--- src/tld_pkg.sv ---
// Package: register map, field layout, limits and timing for the torque load detector
package tld_pkg;
    // ---------------------------------------------------------------
    // Register byte offsets
    // ---------------------------------------------------------------
    localparam logic [7:0] OFF_SELECT = 8'h00;
    localparam logic [7:0] OFF_LEVEL  = 8'h04;
    localparam logic [7:0] OFF_DELAY  = 8'h08;
    localparam logic [7:0] OFF_RELAY  = 8'h0C;
    localparam logic [7:0] OFF_STATUS = 8'h10;
    localparam logic [7:0] OFF_IRQ_ST = 8'h14;
    localparam logic [7:0] OFF_IRQ_MK = 8'h18;

    // ---------------------------------------------------------------
    // Field positions
    // ---------------------------------------------------------------
    localparam int SEL_W       = 4;
    localparam int FN_W        = 5;
    localparam int RLY_B_LSB   = 8;
    localparam int FLT_CLR_BIT = 8;
    localparam int ST_DET      = 0;
    localparam int ST_ALARM    = 1;
    localparam int ST_FAULT    = 2;
    localparam int ST_COND     = 3;
    localparam int ST_AT_SPEED = 4;
    localparam int ST_RLY_A    = 5;
    localparam int ST_RLY_B    = 6;
    localparam int IRQ_W       = 2;
    localparam int IRQ_DET     = 0;
    localparam int IRQ_FAULT   = 1;

    // ---------------------------------------------------------------
    // Selector codes, limits and reset values
    // ---------------------------------------------------------------
    localparam logic [3:0] SEL_OFF       = 4'h0;
    localparam logic [3:0] SEL_UNDER_MIN = 4'h5;
    localparam logic [3:0] SEL_MAX       = 4'h8;
    localparam logic [4:0] FN_DET_NO     = 5'h06;
    localparam logic [4:0] FN_DET_NC     = 5'h07;
    localparam logic [7:0] LEVEL_MIN     = 8'h1E; // 30 %
    localparam logic [7:0] LEVEL_MAX     = 8'hC8; // 200 %
    localparam logic [7:0] LEVEL_RST     = 8'hA0; // 160 %
    localparam logic [6:0] DELAY_MAX     = 7'h64; // 10.0 s in tenths
    localparam logic [6:0] DELAY_RST     = 7'h01; // 0.1 s

    // ---------------------------------------------------------------
    // Timing
    // ---------------------------------------------------------------
    localparam int CLK_PERIOD_NS = 40;
    localparam int TENTH_NS      = 100000000; // delay step, 0.1 s
    localparam int BLINK_NS      = 250000000; // alarm blink half period
    localparam int TENTH_CYC     = TENTH_NS / CLK_PERIOD_NS;
    localparam int BLINK_CYC     = BLINK_NS / CLK_PERIOD_NS;
endpackage

--- src/tld_torque_load_detector.sv ---
// Torque load detector: APB registers, qualified level compare, delay timer, alarm/fault/relay outputs
`timescale 1ns/1ps
`default_nettype none
module tld_torque_load_detector
    import tld_pkg::*;
#(
    parameter int TENTH_CYCLES = TENTH_CYC,
    parameter int BLINK_CYCLES = BLINK_CYC,
    parameter int FREQ_W       = 16
) (
    input  wire logic              pclk,
    input  wire logic              presetn,
    input  wire logic              psel,
    input  wire logic              penable,
    input  wire logic              pwrite,
    input  wire logic [7:0]        paddr,
    input  wire logic [31:0]       pwdata,
    output logic                   pready,
    output logic                   pslverr,
    output logic [31:0]            prdata,
    input  wire logic [7:0]        output_current_pct,
    input  wire logic              drive_running,
    input  wire logic              drive_stopping,
    input  wire logic              dc_braking,
    input  wire logic [FREQ_W-1:0] freq_reference,
    input  wire logic [FREQ_W-1:0] output_frequency,
    output logic                   overload_three_indication,
    output logic                   overload_three_blink,
    output logic                   overload_three_fault,
    output logic                   coast_to_stop,
    output logic                   form_c_relay_terminal,
    output logic                   normally_open_relay_terminal,
    output logic                   irq
);
    localparam int PW = $clog2(TENTH_CYCLES + 1);
    localparam int BW = $clog2(BLINK_CYCLES + 1);

    // ---------------------------------------------------------------
    // Registers
    // ---------------------------------------------------------------
    logic [SEL_W-1:0] torque_detect_select_r;
    logic [7:0]       torque_detect_level_r;
    logic [6:0]       torque_detect_delay_r;
    logic [FN_W-1:0]  relay_a_function_select_r;
    logic [FN_W-1:0]  relay_b_function_select_r;
    logic [IRQ_W-1:0] irq_stat_r;
    logic [IRQ_W-1:0] irq_mask_r;
    logic [PW-1:0]    pre_r;
    logic [6:0]       tenths_r;
    logic             det_r;
    logic             fault_r;
    logic [BW-1:0]    blink_cnt_r;
    logic             blink_r;
    logic             relay_a_r;
    logic             relay_b_r;

    logic             wr_en;
    logic             rd_setup;
    logic             hit;
    logic             at_speed;
    logic             qual;
    logic             under_mode;
    logic             stop_mode;
    logic             cmp;
    logic             cond;
    logic [IRQ_W-1:0] irq_set;
    logic [31:0]      rd_nxt;
    logic             det_nxt;

    // ---------------------------------------------------------------
    // APB decode
    // ---------------------------------------------------------------
    // Zero wait state; read data captured in setup so prdata is a flop
    assign pready   = 1'b1;
    assign hit      = (paddr == OFF_SELECT) || (paddr == OFF_LEVEL) || (paddr == OFF_DELAY)
                   || (paddr == OFF_RELAY) || (paddr == OFF_STATUS) || (paddr == OFF_IRQ_ST)
                   || (paddr == OFF_IRQ_MK);
    assign pslverr  = psel && penable && !hit;
    assign wr_en    = psel && penable && pwrite && hit;
    assign rd_setup = psel && !penable && !pwrite;

    // Selector; values above the table are refused and keep the old mode
    always_ff @(posedge pclk or negedge presetn) begin
        if (!presetn) begin
            torque_detect_select_r <= SEL_OFF;
        end else if (wr_en && paddr == OFF_SELECT && pwdata[SEL_W-1:0] <= SEL_MAX) begin
            torque_detect_select_r <= pwdata[SEL_W-1:0];
        end
    end

    // Level, clamped into its legal range
    always_ff @(posedge pclk or negedge presetn) begin
        if (!presetn) begin
            torque_detect_level_r <= LEVEL_RST;
        end else if (wr_en && paddr == OFF_LEVEL) begin
            if (pwdata[7:0] < LEVEL_MIN) begin
                torque_detect_level_r <= LEVEL_MIN;
            end else if (pwdata[7:0] > LEVEL_MAX) begin
                torque_detect_level_r <= LEVEL_MAX;
            end else begin
                torque_detect_level_r <= pwdata[7:0];
            end
        end
    end

    // Delay in tenths of a second, clamped at 10.0 s
    always_ff @(posedge pclk or negedge presetn) begin
        if (!presetn) begin
            torque_detect_delay_r <= DELAY_RST;
        end else if (wr_en && paddr == OFF_DELAY) begin
            if (pwdata[7:0] > {1'b0, DELAY_MAX}) begin
                torque_detect_delay_r <= DELAY_MAX;
            end else begin
                torque_detect_delay_r <= pwdata[6:0];
            end
        end
    end

    // Relay function selectors and mask
    always_ff @(posedge pclk or negedge presetn) begin
        if (!presetn) begin
            relay_a_function_select_r <= '0;
            relay_b_function_select_r <= '0;
            irq_mask_r                <= '0;
        end else if (wr_en && paddr == OFF_RELAY) begin
            relay_a_function_select_r <= pwdata[FN_W-1:0];
            relay_b_function_select_r <= pwdata[RLY_B_LSB +: FN_W];
        end else if (wr_en && paddr == OFF_IRQ_MK) begin
            irq_mask_r <= pwdata[IRQ_W-1:0];
        end
    end

    // Read mux
    always_comb begin
        rd_nxt = '0;
        case (paddr)
            OFF_SELECT: rd_nxt[SEL_W-1:0] = torque_detect_select_r;
            OFF_LEVEL:  rd_nxt[7:0] = torque_detect_level_r;
            OFF_DELAY:  rd_nxt[6:0] = torque_detect_delay_r;
            OFF_RELAY: begin
                rd_nxt[FN_W-1:0]             = relay_a_function_select_r;
                rd_nxt[RLY_B_LSB +: FN_W]    = relay_b_function_select_r;
            end
            OFF_STATUS: begin
                rd_nxt[ST_DET]      = det_r;
                rd_nxt[ST_ALARM]    = overload_three_indication;
                rd_nxt[ST_FAULT]    = fault_r;
                rd_nxt[ST_COND]     = cond;
                rd_nxt[ST_AT_SPEED] = at_speed;
                rd_nxt[ST_RLY_A]    = relay_a_r;
                rd_nxt[ST_RLY_B]    = relay_b_r;
            end
            OFF_IRQ_ST: rd_nxt[IRQ_W-1:0] = irq_stat_r;
            OFF_IRQ_MK: rd_nxt[IRQ_W-1:0] = irq_mask_r;
            default:    rd_nxt = '0;
        endcase
    end

    always_ff @(posedge pclk or negedge presetn) begin
        if (!presetn) begin
            prdata <= '0;
        end else if (rd_setup) begin
            prdata <= rd_nxt;
        end
    end

    // ---------------------------------------------------------------
    // Condition qualification
    // ---------------------------------------------------------------
    // Core signals share pclk, so no synchroniser is needed here
    assign at_speed   = (freq_reference == output_frequency);
    assign under_mode = (torque_detect_select_r >= SEL_UNDER_MIN);
    assign stop_mode  = (torque_detect_select_r[1:0] == 2'b11) || (torque_detect_select_r[1:0] == 2'b00);
    assign cmp        = under_mode ? (output_current_pct < torque_detect_level_r)
                                   : (output_current_pct >= torque_detect_level_r);
    assign qual       = torque_detect_select_r[0] ? (drive_running && at_speed)
                                                 : (drive_running && !drive_stopping && !dc_braking);
    assign cond       = (torque_detect_select_r != SEL_OFF) && qual && cmp;

    // ---------------------------------------------------------------
    // Persistence timer
    // ---------------------------------------------------------------
    // Any dropout restarts the whole count, so glitches never accumulate
    always_ff @(posedge pclk or negedge presetn) begin
        if (!presetn) begin
            pre_r    <= '0;
            tenths_r <= '0;
        end else if (!cond) begin
            pre_r    <= '0;
            tenths_r <= '0;
        end else if (tenths_r < torque_detect_delay_r) begin
            if (pre_r == PW'(TENTH_CYCLES - 1)) begin
                pre_r    <= '0;
                tenths_r <= tenths_r + 7'd1;
            end else begin
                pre_r <= pre_r + PW'(1);
            end
        end
    end

    assign det_nxt = cond && (tenths_r >= torque_detect_delay_r);

    always_ff @(posedge pclk or negedge presetn) begin
        if (!presetn) begin
            det_r <= 1'b0;
        end else begin
            det_r <= det_nxt;
        end
    end

    // ---------------------------------------------------------------
    // Fault latch, alarm blink, relays
    // ---------------------------------------------------------------
    // Fault holds after the motor coasts; only software clears it
    always_ff @(posedge pclk or negedge presetn) begin
        if (!presetn) begin
            fault_r <= 1'b0;
        end else if (det_r && stop_mode) begin
            fault_r <= 1'b1;
        end else if (wr_en && paddr == OFF_SELECT && pwdata[FLT_CLR_BIT]) begin
            fault_r <= 1'b0;
        end
    end

    assign overload_three_fault      = fault_r;
    assign coast_to_stop             = fault_r;
    assign overload_three_indication = det_r && !stop_mode;
    assign overload_three_blink      = overload_three_indication && blink_r;

    // Blink phase restarts each detection so the first phase is lit
    always_ff @(posedge pclk or negedge presetn) begin
        if (!presetn) begin
            blink_cnt_r <= '0;
            blink_r     <= 1'b1;
        end else if (!overload_three_indication) begin
            blink_cnt_r <= '0;
            blink_r     <= 1'b1;
        end else if (blink_cnt_r == BW'(BLINK_CYCLES - 1)) begin
            blink_cnt_r <= '0;
            blink_r     <= !blink_r;
        end else begin
            blink_cnt_r <= blink_cnt_r + BW'(1);
        end
    end

    // Relay closed is 1; codes other than 6 and 7 belong to other functions
    always_ff @(posedge pclk or negedge presetn) begin
        if (!presetn) begin
            relay_a_r <= 1'b0;
            relay_b_r <= 1'b0;
        end else begin
            relay_a_r <= (relay_a_function_select_r == FN_DET_NO) ? det_nxt
                       : (relay_a_function_select_r == FN_DET_NC) ? !det_nxt : 1'b0;
            relay_b_r <= (relay_b_function_select_r == FN_DET_NO) ? det_nxt
                       : (relay_b_function_select_r == FN_DET_NC) ? !det_nxt : 1'b0;
        end
    end

    assign form_c_relay_terminal        = relay_a_r;
    assign normally_open_relay_terminal = relay_b_r;

    // ---------------------------------------------------------------
    // Interrupts
    // ---------------------------------------------------------------
    // Set wins over a same-cycle write-one clear
    assign irq_set[IRQ_DET]   = det_nxt && !det_r;
    assign irq_set[IRQ_FAULT] = det_r && stop_mode && !fault_r;

    always_ff @(posedge pclk or negedge presetn) begin
        if (!presetn) begin
            irq_stat_r <= '0;
        end else if (wr_en && paddr == OFF_IRQ_ST) begin
            irq_stat_r <= (irq_stat_r & ~pwdata[IRQ_W-1:0]) | irq_set;
        end else begin
            irq_stat_r <= irq_stat_r | irq_set;
        end
    end

    assign irq = |(irq_stat_r & irq_mask_r);

    // ---------------------------------------------------------------
    // Checks
    // ---------------------------------------------------------------
    off_quiet_a: assert property (@(posedge pclk) disable iff (!presetn)
        torque_detect_select_r == SEL_OFF |-> !det_nxt && !overload_three_indication)
        else $error("detection active while disabled");
    over_level_a: assert property (@(posedge pclk) disable iff (!presetn)
        $rose(det_r) && !under_mode |-> $past(output_current_pct >= torque_detect_level_r))
        else $error("overtorque without current at level");
    under_level_a: assert property (@(posedge pclk) disable iff (!presetn)
        $rose(det_r) && under_mode |-> $past(output_current_pct < torque_detect_level_r))
        else $error("undertorque without current below level");
    speed_qual_a: assert property (@(posedge pclk) disable iff (!presetn)
        $rose(det_r) && torque_detect_select_r[0] |-> $past(freq_reference == output_frequency))
        else $error("at-speed mode detected off speed");
    delay_held_a: assert property (@(posedge pclk) disable iff (!presetn)
        $rose(det_r) && $stable(torque_detect_delay_r) |-> $past(tenths_r) >= torque_detect_delay_r)
        else $error("detection before delay elapsed");
    dropout_restart_a: assert property (@(posedge pclk) disable iff (!presetn)
        !cond |=> !det_r && tenths_r == 7'd0 && !overload_three_indication)
        else $error("timer or alarm kept after dropout");
    fault_coast_a: assert property (@(posedge pclk) disable iff (!presetn)
        det_r && stop_mode |=> fault_r && coast_to_stop)
        else $error("stopping mode did not latch fault");
    alarm_run_a: assert property (@(posedge pclk) disable iff (!presetn)
        det_r && !stop_mode && !fault_r |-> overload_three_indication && !coast_to_stop)
        else $error("continuing mode missing alarm or stopped");
    relay_sense_a: assert property (@(posedge pclk) disable iff (!presetn)
        relay_b_function_select_r == FN_DET_NC && $stable(relay_b_function_select_r)
        |-> normally_open_relay_terminal == !det_r)
        else $error("normally-closed relay sense wrong");
    relay_direct_a: assert property (@(posedge pclk) disable iff (!presetn)
        relay_a_function_select_r == FN_DET_NO && $stable(relay_a_function_select_r)
        |-> form_c_relay_terminal == det_r)
        else $error("normally-open relay sense wrong");
    level_range_a: assert property (@(posedge pclk) disable iff (!presetn)
        torque_detect_level_r >= LEVEL_MIN && torque_detect_level_r <= LEVEL_MAX)
        else $error("level out of range");
endmodule
`default_nettype wire

--- config.mk ---
export PLATFORM = sky130hd
export DESIGN_NAME = tld_torque_load_detector
export DESIGN_NICKNAME = d
export VERILOG_FILES = /design/src/tld_pkg.sv /design/src/tld_torque_load_detector.sv
export SDC_FILE = /design/constraint.sdc
export NUM_CORES = 1
export LEC_CHECK = 0
export ABC_CLOCK_PERIOD_IN_PS = 4450
export BUFFER_PORTS_ARGS = -buffer_cell sky130_fd_sc_hd__clkbuf_2
export CORE_ASPECT_RATIO = 0.9
export CORE_MARGIN = 1
export CORE_UTILIZATION = 59
export DETAILED_ROUTE_END_ITERATION = 7
export PLACE_DENSITY = 0.94
export SKIP_CTS_REPAIR_TIMING = 1
export SLEW_MARGIN = 20
export SYNTH_ARGS = -nofsm -noshare
export SYNTH_HDL_FRONTEND = slang
export SYNTH_SLANG_ARGS = --single-unit
export TNS_END_PERCENT = 5
--- constraint.sdc ---
create_clock -name pclk -period 4.45 [get_ports pclk]
set_input_delay 0.2225 -clock pclk [delete_from_list [all_inputs] [get_ports pclk]]
set_output_delay 0.2225 -clock pclk [all_outputs]
set_load 0.05 [all_outputs]
Word-level counts from Yosys, hierarchy flattened
Index checks and enable logic that the tools add are counted.
{"block": "classes", "n_addsub": 3, "order_cmp": 9, "eq_ne": 17, "mux": 28, "bitwise_logic": 6, "n_reduce_logical": 49}
{"op": "$mux 22", "n": 3}
{"op": "$mux 23", "n": 2}
{"op": "$mux 7", "n": 4}
{"op": "$logic_and 1x1->1", "n": 25}
{"op": "$eq 8x5->1 const B", "n": 3}
{"op": "$add 23x1->23 const B", "n": 1}
{"op": "$eq 23x23->1 const B", "n": 1}
{"op": "$add 22x1->22 const B", "n": 1}
{"op": "$eq 22x22->1 const B", "n": 1}
{"op": "$eq 5x3->1 const B", "n": 4}
{"op": "$eq 16x16->1", "n": 1}
{"op": "$eq 8x4->1 const B", "n": 2}
{"op": "$mux 8", "n": 2}
{"op": "$pmux 2 s7", "n": 1}
{"op": "$mux 1", "n": 11}
{"op": "$logic_not 1->1", "n": 10}
{"op": "$pmux 2 s5", "n": 1}
{"op": "$eq 8x3->1 const B", "n": 1}
{"op": "$ge 8x8->1", "n": 1}
{"op": "$gt 8x7->1 const B", "n": 1}
{"op": "$gt 8x8->1 const B", "n": 1}
{"op": "$logic_not 8->1", "n": 1}
{"op": "$lt 8x5->1 const B", "n": 1}
{"op": "$lt 8x8->1", "n": 1}
{"op": "other kinds (21)", "n": 32}
{"block": "word_totals", "register_bits": 103, "inputBits": 88, "output_inout_bits": 41, "elab_cells": 128}

Logic depth before layout (Yosys ltp)
{"block": "logic_depth", "ltp_word": 12, "ltp_mapped": 10, "ltp_nobuf": 8}

Worst setup path after synthesis
Ideal clock, no wire load.
{"block": "synth_path", "path_kind": "register -> register", "start": "register torque_detect_level_r[7]", "end": "register relay_b_r (netlist: normally_open_relay_terminal)", "setup_time_ns": 0.122, "arrival_time_ns": 2.410, "path_slack_ns": 1.919, "stages_incl_launch_ff": 8, "period_less_slack_ns": 2.531, "path_cell_list": "dfstp_2 inv_1 ha_1 nand4_1 o311a_1 a2111o_1 or3_1 a2111oi_1"}
{"block": "synth_via", "elab_chain_cells": 7, "word_cells_on_any_way": 8, "cone_classes": "2 x order compare; 3 x mux; 3 x reduce/logical"}
{"element": "start: declaration", "line": "tld_torque_load_detector.sv:42", "source": "logic [7:0] torque_detect_level_r;"}
{"element": "start signal: assignment", "line": "tld_torque_load_detector.sv:101", "source": "torque_detect_level_r <= pwdata[7:0];"}
{"element": "$ge 8x8->1 / $lt 8x8->1 (equally long branches)", "line": "tld_torque_load_detector.sv:175, tld_torque_load_detector.sv:174"}
{"element": "$mux 1 (*)", "line": "tld_torque_load_detector.sv:174", "source": "assign cmp = under_mode ? (output_current_pct < torque_detect_level_r)"}
{"element": "$logic_and 1x1->1 (*)", "line": "tld_torque_load_detector.sv:178", "source": "assign cond = (torque_detect_select_r != SEL_OFF) && qual && cmp;"}
{"element": "$logic_and 1x1->1 (*)", "line": "tld_torque_load_detector.sv:201", "source": "assign det_nxt = cond && (tenths_r >= torque_detect_delay_r);"}
{"element": "$logic_not 1->1", "line": "tld_torque_load_detector.sv:255", "source": ": (relay_b_function_select_r == FN_DET_NC) ? !det_nxt : 1'b0;"}
{"element": "$mux 1", "line": "tld_torque_load_detector.sv:255"}
{"element": "$mux 1 (*)", "line": "tld_torque_load_detector.sv:254", "source": "relay_b_r <= (relay_b_function_select_r == FN_DET_NO) ? det_nxt"}
{"element": "end signal: assignment", "line": "tld_torque_load_detector.sv:254"}
{"element": "end: declaration", "line": "tld_torque_load_detector.sv:55", "source": "logic relay_b_r;"}
Mark *: on every way between the ends. The rest lies on a longest branch, timed or not.
A chain may end at the register's enable or synchronous reset.

Worst setup path after layout
{"block": "layout_path", "start": "register torque_detect_level_r[7]", "end": "register pre_r[15]"}
{"block": "layout_via", "elab_chain_cells": 4, "word_cells_on_any_way": 6, "cone_classes": "2 x order compare; 1 x eq/ne; 2 x mux; 1 x reduce/logical"}
{"element": "$ge 8x8->1 / $lt 8x8->1 (equally long branches)", "line": "tld_torque_load_detector.sv:175, tld_torque_load_detector.sv:174"}
{"element": "$mux 1 (*)", "line": "tld_torque_load_detector.sv:174"}
{"element": "$logic_and 1x1->1 (*)", "line": "tld_torque_load_detector.sv:178"}
{"element": "$ne 2x1->1 (no source line) / $mux 22 (equally long branches)"}
{"element": "end signal: assignment", "line": "tld_torque_load_detector.sv:196", "source": "pre_r <= pre_r + PW'(1);"}
{"element": "end: declaration", "line": "tld_torque_load_detector.sv:48", "source": "logic [PW-1:0] pre_r;"}
Marks and branches as above.

==> run_summary.xml <==
<?xml version="1.0" encoding="UTF-8"?>
<metrics>
  <group name="clock_network">
    <metric name="cts.path.max_buffers" unit="">2</metric>
    <metric name="worst_setup_hold_path_clk_slew" unit="ns">0.10</metric>
    <metric name="clkLatencyLatePin" unit="ns">0.36</metric>
    <metric name="clock_root_cell" unit="">clkbuf_8</metric>
    <metric name="cts_sinks" unit="">103</metric>
    <metric name="cts-htree-levels" unit="">3</metric>
    <metric name="tritoncts" unit="">yes</metric>
    <metric name="cts_made_buffers" unit="">9</metric>
  </group>
  <group name="worst_setup_path">
    <metric name="timing.critical_path.from" unit="">torque_detect_level_r[7]</metric>
    <metric name="startpoint_type" unit="">flip-flop</metric>
    <metric name="regToRegStartpoint" unit="">torque_detect_level_r[7]</metric>
    <metric name="crit_slowest_cell" unit="">a2111oi_2</metric>
    <metric name="setup.worst_path.end_class" unit="">flip-flop</metric>
    <metric name="cpPeakStageDelay" unit="ns">0.85</metric>
    <metric name="critPathArrivalTime" unit="ns">3.30</metric>
    <metric name="path_delay_family" unit="">compound AO/OA/AOI/OAI gates</metric>
    <metric name="worst_path_cell_trace" unit="">inv_1 &gt; ha_1 &gt; nand4_1 &gt; o311a_1 &gt; a2111oi_2 &gt; nand2_2 &gt; nor2_1</metric>
    <metric name="timing_worst_setup_path_type" unit="">flip-flop to flip-flop</metric>
    <metric name="worst-path-max-fanout" unit="">17</metric>
    <metric name="critPathRequiredTime" unit="ns">4.73</metric>
    <metric name="critical_path_buf_inv_count" unit="">1</metric>
  </group>
  <group name="pwr">
    <metric name="power.static_leakage" unit="nW">2.90</metric>
    <metric name="combinationalPowerShare" unit="">0.115</metric>
    <metric name="power.density" unit="mW/mm²">264</metric>
    <metric name="power.switching_fraction" unit="">0.271</metric>
    <metric name="clock_power_share" unit="">0.333</metric>
    <metric name="power.share.sequential" unit="">0.552</metric>
    <metric name="totalPowerFinal" unit="mW">1.73</metric>
    <metric name="intPower" unit="mW">1.26</metric>
    <metric name="ir_worst_vdd" unit="µV">153</metric>
    <metric name="switchingPower" unit="mW">0.468</metric>
  </group>
  <group name="die">
    <metric name="die_h" unit="µm">96.8</metric>
    <metric name="floorplan.die_area" unit="mm²">0.0104</metric>
    <metric name="boundaryPins" unit="">129</metric>
    <metric name="die_width" unit="µm">107</metric>
    <metric name="core_area" unit="mm²">0.00970</metric>
    <metric name="num_rows" unit="">34</metric>
    <metric name="start_util" unit="">0.607</metric>
  </group>
  <group name="placement">
    <metric name="dpl-instance-area" unit="mm²">0.00634</metric>
    <metric name="routabilityCongestion" unit="">0.900</metric>
    <metric name="portBuffers" unit="">89</metric>
    <metric name="hpwlAfterDp" unit="mm">10.3</metric>
  </group>
  <group name="logic_synthesis">
    <metric name="yosys_most_used_dff" unit="">dfrtp_1</metric>
    <metric name="synthDistinctLibCells" unit="">62</metric>
    <metric name="netlist_area" unit="mm²">0.00589</metric>
    <metric name="postSynth.asyncResetShare" unit="">1.00</metric>
    <metric name="ys_top_cells_by_area" unit="">dfrtp_1, ha_1, nor2_1</metric>
    <metric name="synth.largest_area_cell" unit="">dfrtp_1</metric>
    <metric name="ys_seq_area_frac" unit="">0.438</metric>
    <metric name="synth.top_cell.area_share" unit="">0.420</metric>
    <metric name="netlist_instances" unit="">639</metric>
    <metric name="synth_enable_flop_cells" unit="">0</metric>
    <metric name="synth_seq_cells" unit="">103</metric>
    <metric name="mean_instance_size_in_the_synthesized_netlist" unit="µm²">9.22</metric>
    <metric name="yosysWarnings" unit="">0</metric>
  </group>
  <group name="final_layout">
    <metric name="fill_cells" unit="">732</metric>
    <metric name="antennaDiodeCount" unit="">0</metric>
    <metric name="area.growth.synth_to_final" unit="%">11.0</metric>
    <metric name="nets" unit="">826</metric>
    <metric name="layout-drive-gt1-share" unit="">0.184</metric>
    <metric name="stdcell_area" unit="mm²">0.00654</metric>
  </group>
  <group name="sta">
    <metric name="final.period_utilization" unit="">0.679</metric>
    <metric name="final.setup.tns" unit="ns">0</metric>
    <metric name="actual_transition_at_the_worst_max_transition_pin" unit="ns">0.998</metric>
    <metric name="fmax" unit="GHz">0.331</metric>
    <metric name="fin_crit" unit="ns">3.02</metric>
    <metric name="finalSetupViolations" unit="">0</metric>
    <metric name="grt_setup_unrepaired" unit="">no</metric>
    <metric name="final-hold-violation-count" unit="">0</metric>
    <metric name="relSlewSlack" unit="">0.333</metric>
    <metric name="skew" unit="ns">0.0111</metric>
    <metric name="drv_slew" unit="">0</metric>
  </group>
  <group name="detailed_routing">
    <metric name="drc" unit="">0</metric>
    <metric name="drt_first_iter_violations" unit="">465</metric>
    <metric name="average_vias_per_placed_instance" unit="">6.03</metric>
    <metric name="number_of_antenna_violating_nets_in_the_routed_design" unit="">0</metric>
    <metric name="detail_route.first_pass.iterations" unit="">7</metric>
    <metric name="wire_per_inst" unit="µm">16.2</metric>
    <metric name="detailroute.via_count" unit="">5110</metric>
    <metric name="routed_wirelength" unit="mm">13.8</metric>
  </group>
  <group name="hold_path">
    <metric name="hold_path.startpoint" unit="">pwdata[10]</metric>
    <metric name="timing.hold.worst.class" unit="">primary input to flip-flop</metric>
  </group>
  <group name="grt">
    <metric name="antenna_violations_before_repair" unit="">0</metric>
    <metric name="maximum_number_of_pins_on_one_net_before_global_route_repair" unit="">60</metric>
    <metric name="first_global_vias" unit="">5022</metric>
    <metric name="grt_util_all_layers" unit="">0.277</metric>
    <metric name="grt_pass1_wl" unit="mm">23.2</metric>
    <metric name="global_route.overflow_total" unit="">0</metric>
  </group>
  <group name="job">
    <metric name="maxCapViolCount" unit="">0</metric>
  </group>
  <group name="outcome">
    <metric name="status" unit="">finished, final reports clean</metric>
  </group>
</metrics>
[kinds of logic after synthesis]
group,Yosys count,synth area share
and+or+nand+nor,278,0.238
buffers and inverters,71,0.0597
DFF,103,0.438
AOI/OAI and AO/OA,91,0.102
other,2,0.00127
muxes,17,0.0323
xor gates and xnor gates,56,0.0832
adders and majority gates,21,0.0446
[cells in the final DEF, fill, tap and decap left out, types with 5 or more instances in the layout]
master,synthesis,routed
a21oi_1,25,25
and2_1,5,5
dfrtp_1,99,99
xnor2_1,27,27
or3_1,12,12
and4_1,5,5
o21ai_0,19,19
a211oi_1,5,5
nor2_1,69,69
ha_1,21,21
and3_1,8,8
conb_1,2,20
nand4_1,17,17
mux2_2,16,16
nand2b_1,6,6
nor4_1,17,17
nand3_1,37,37
a31oi_1,7,7
nor3_1,14,14
o21a_1,6,6
xor2_1,29,29
clkbuf_2,0,88
nand2_1,62,62
clkbuf_8,0,9
inv_1,28,28
[through the flow]
step                      hold slack, ns  cells   util  setup slack [ns]
final                             0.0939    848  0.674              1.43
after global placement             0.317    831  0.654              1.56
after detailed placement           0.329    831  0.654              1.49
after global routing              0.0923    848  0.674              1.23
after floorplan                  -0.0731    657      -              1.92
after CTS                        -0.0642    847  0.673              1.47
[worst paths after layout]
check	to	slack (ns)	cells after the start
max reg2reg	pre_r[15]	1.43	7
min reg2reg	normally_open_relay_terminal	0.47	1
max	pre_r[15]	1.43	7
max in group asynchronous	torque_detect_delay_r[0]	2.94	3
min	relay_b_function_select_r[2]	0.09	2
min in group asynchronous	prdata[4]	0.46	2
[power groups by stage]
stage / clock [mW] / combinational [mW] / sequential [mW]
final: 0.575 / 0.198 / 0.954
after global routing: 0.615 / 0.213 / 0.954
after CTS: 0.582 / 0.197 / 0.954
after detailed placement: 0 / 0.196 / 0.972
after global placement: 0 / 0.191 / 0.971
after floorplan: 0 / 0.0957 / 1.00
[sequential cells by signal (all words and copies together), names as in the netlist, 2 cells and up]
name / flops
blink_cnt_r: 23
pre_r: 22
prdata: 13
torque_detect_level_r: 8
tenths_r: 7
torque_detect_delay_r: 7
relay_a_function_select_r: 5
relay_b_function_select_r: 5
torque_detect_select_r: 4
irq_mask_r: 2
irq_stat_r: 2
[layout make-up]
type                    count  area, µm²  area share
multi-input cells         483       3030       0.463
clock buffers              11        131      0.0201
clock inverters             5       58.8     0.00899
repair buffers             92        473      0.0723
well taps                 126        158      0.0241
flip-flops and latches    103       2580       0.395
inverters                  28        105      0.0161
[synthesized netlist by cell type, types with 3 or more instances]
cell type / instances
nor3_1: 14
and3b_1: 3
and3_1: 8
nor4_1: 17
dfrtp_1: 99
and4_1: 5
a221oi_1: 4
a211oi_1: 5
clkbuf_1: 17
mux2_2: 16
xor2_1: 29
nor3b_1: 5
nand3_1: 37
a22oi_1: 4
o21ai_0: 19
a31oi_1: 7
buf_4: 22
dfstp_2: 4
or3_1: 12
nor2_1: 69
a21oi_1: 25
a21o_1: 3
xnor2_1: 27
nor4b_1: 4
nand2_1: 62
o21a_1: 6
nor2b_1: 3
ha_1: 21
nand2b_1: 6
and2_1: 5
inv_1: 28
nand4_1: 17
[layer usage]
| metal | vias to the layer above | part of all wire | track usage |
|---|---|---|---|
| met4 | 0 | 0.031 | 0.110 |
| li1 | 2361 | - | - |
| met1 | 2420 | 0.39 | 0.348 |
| met3 | 53 | 0.073 | 0.0580 |
| met2 | 276 | 0.50 | 0.466 |
| met5 | - | 0 | 0 |
No activity file was read; power rests on OpenSTA's default activity.
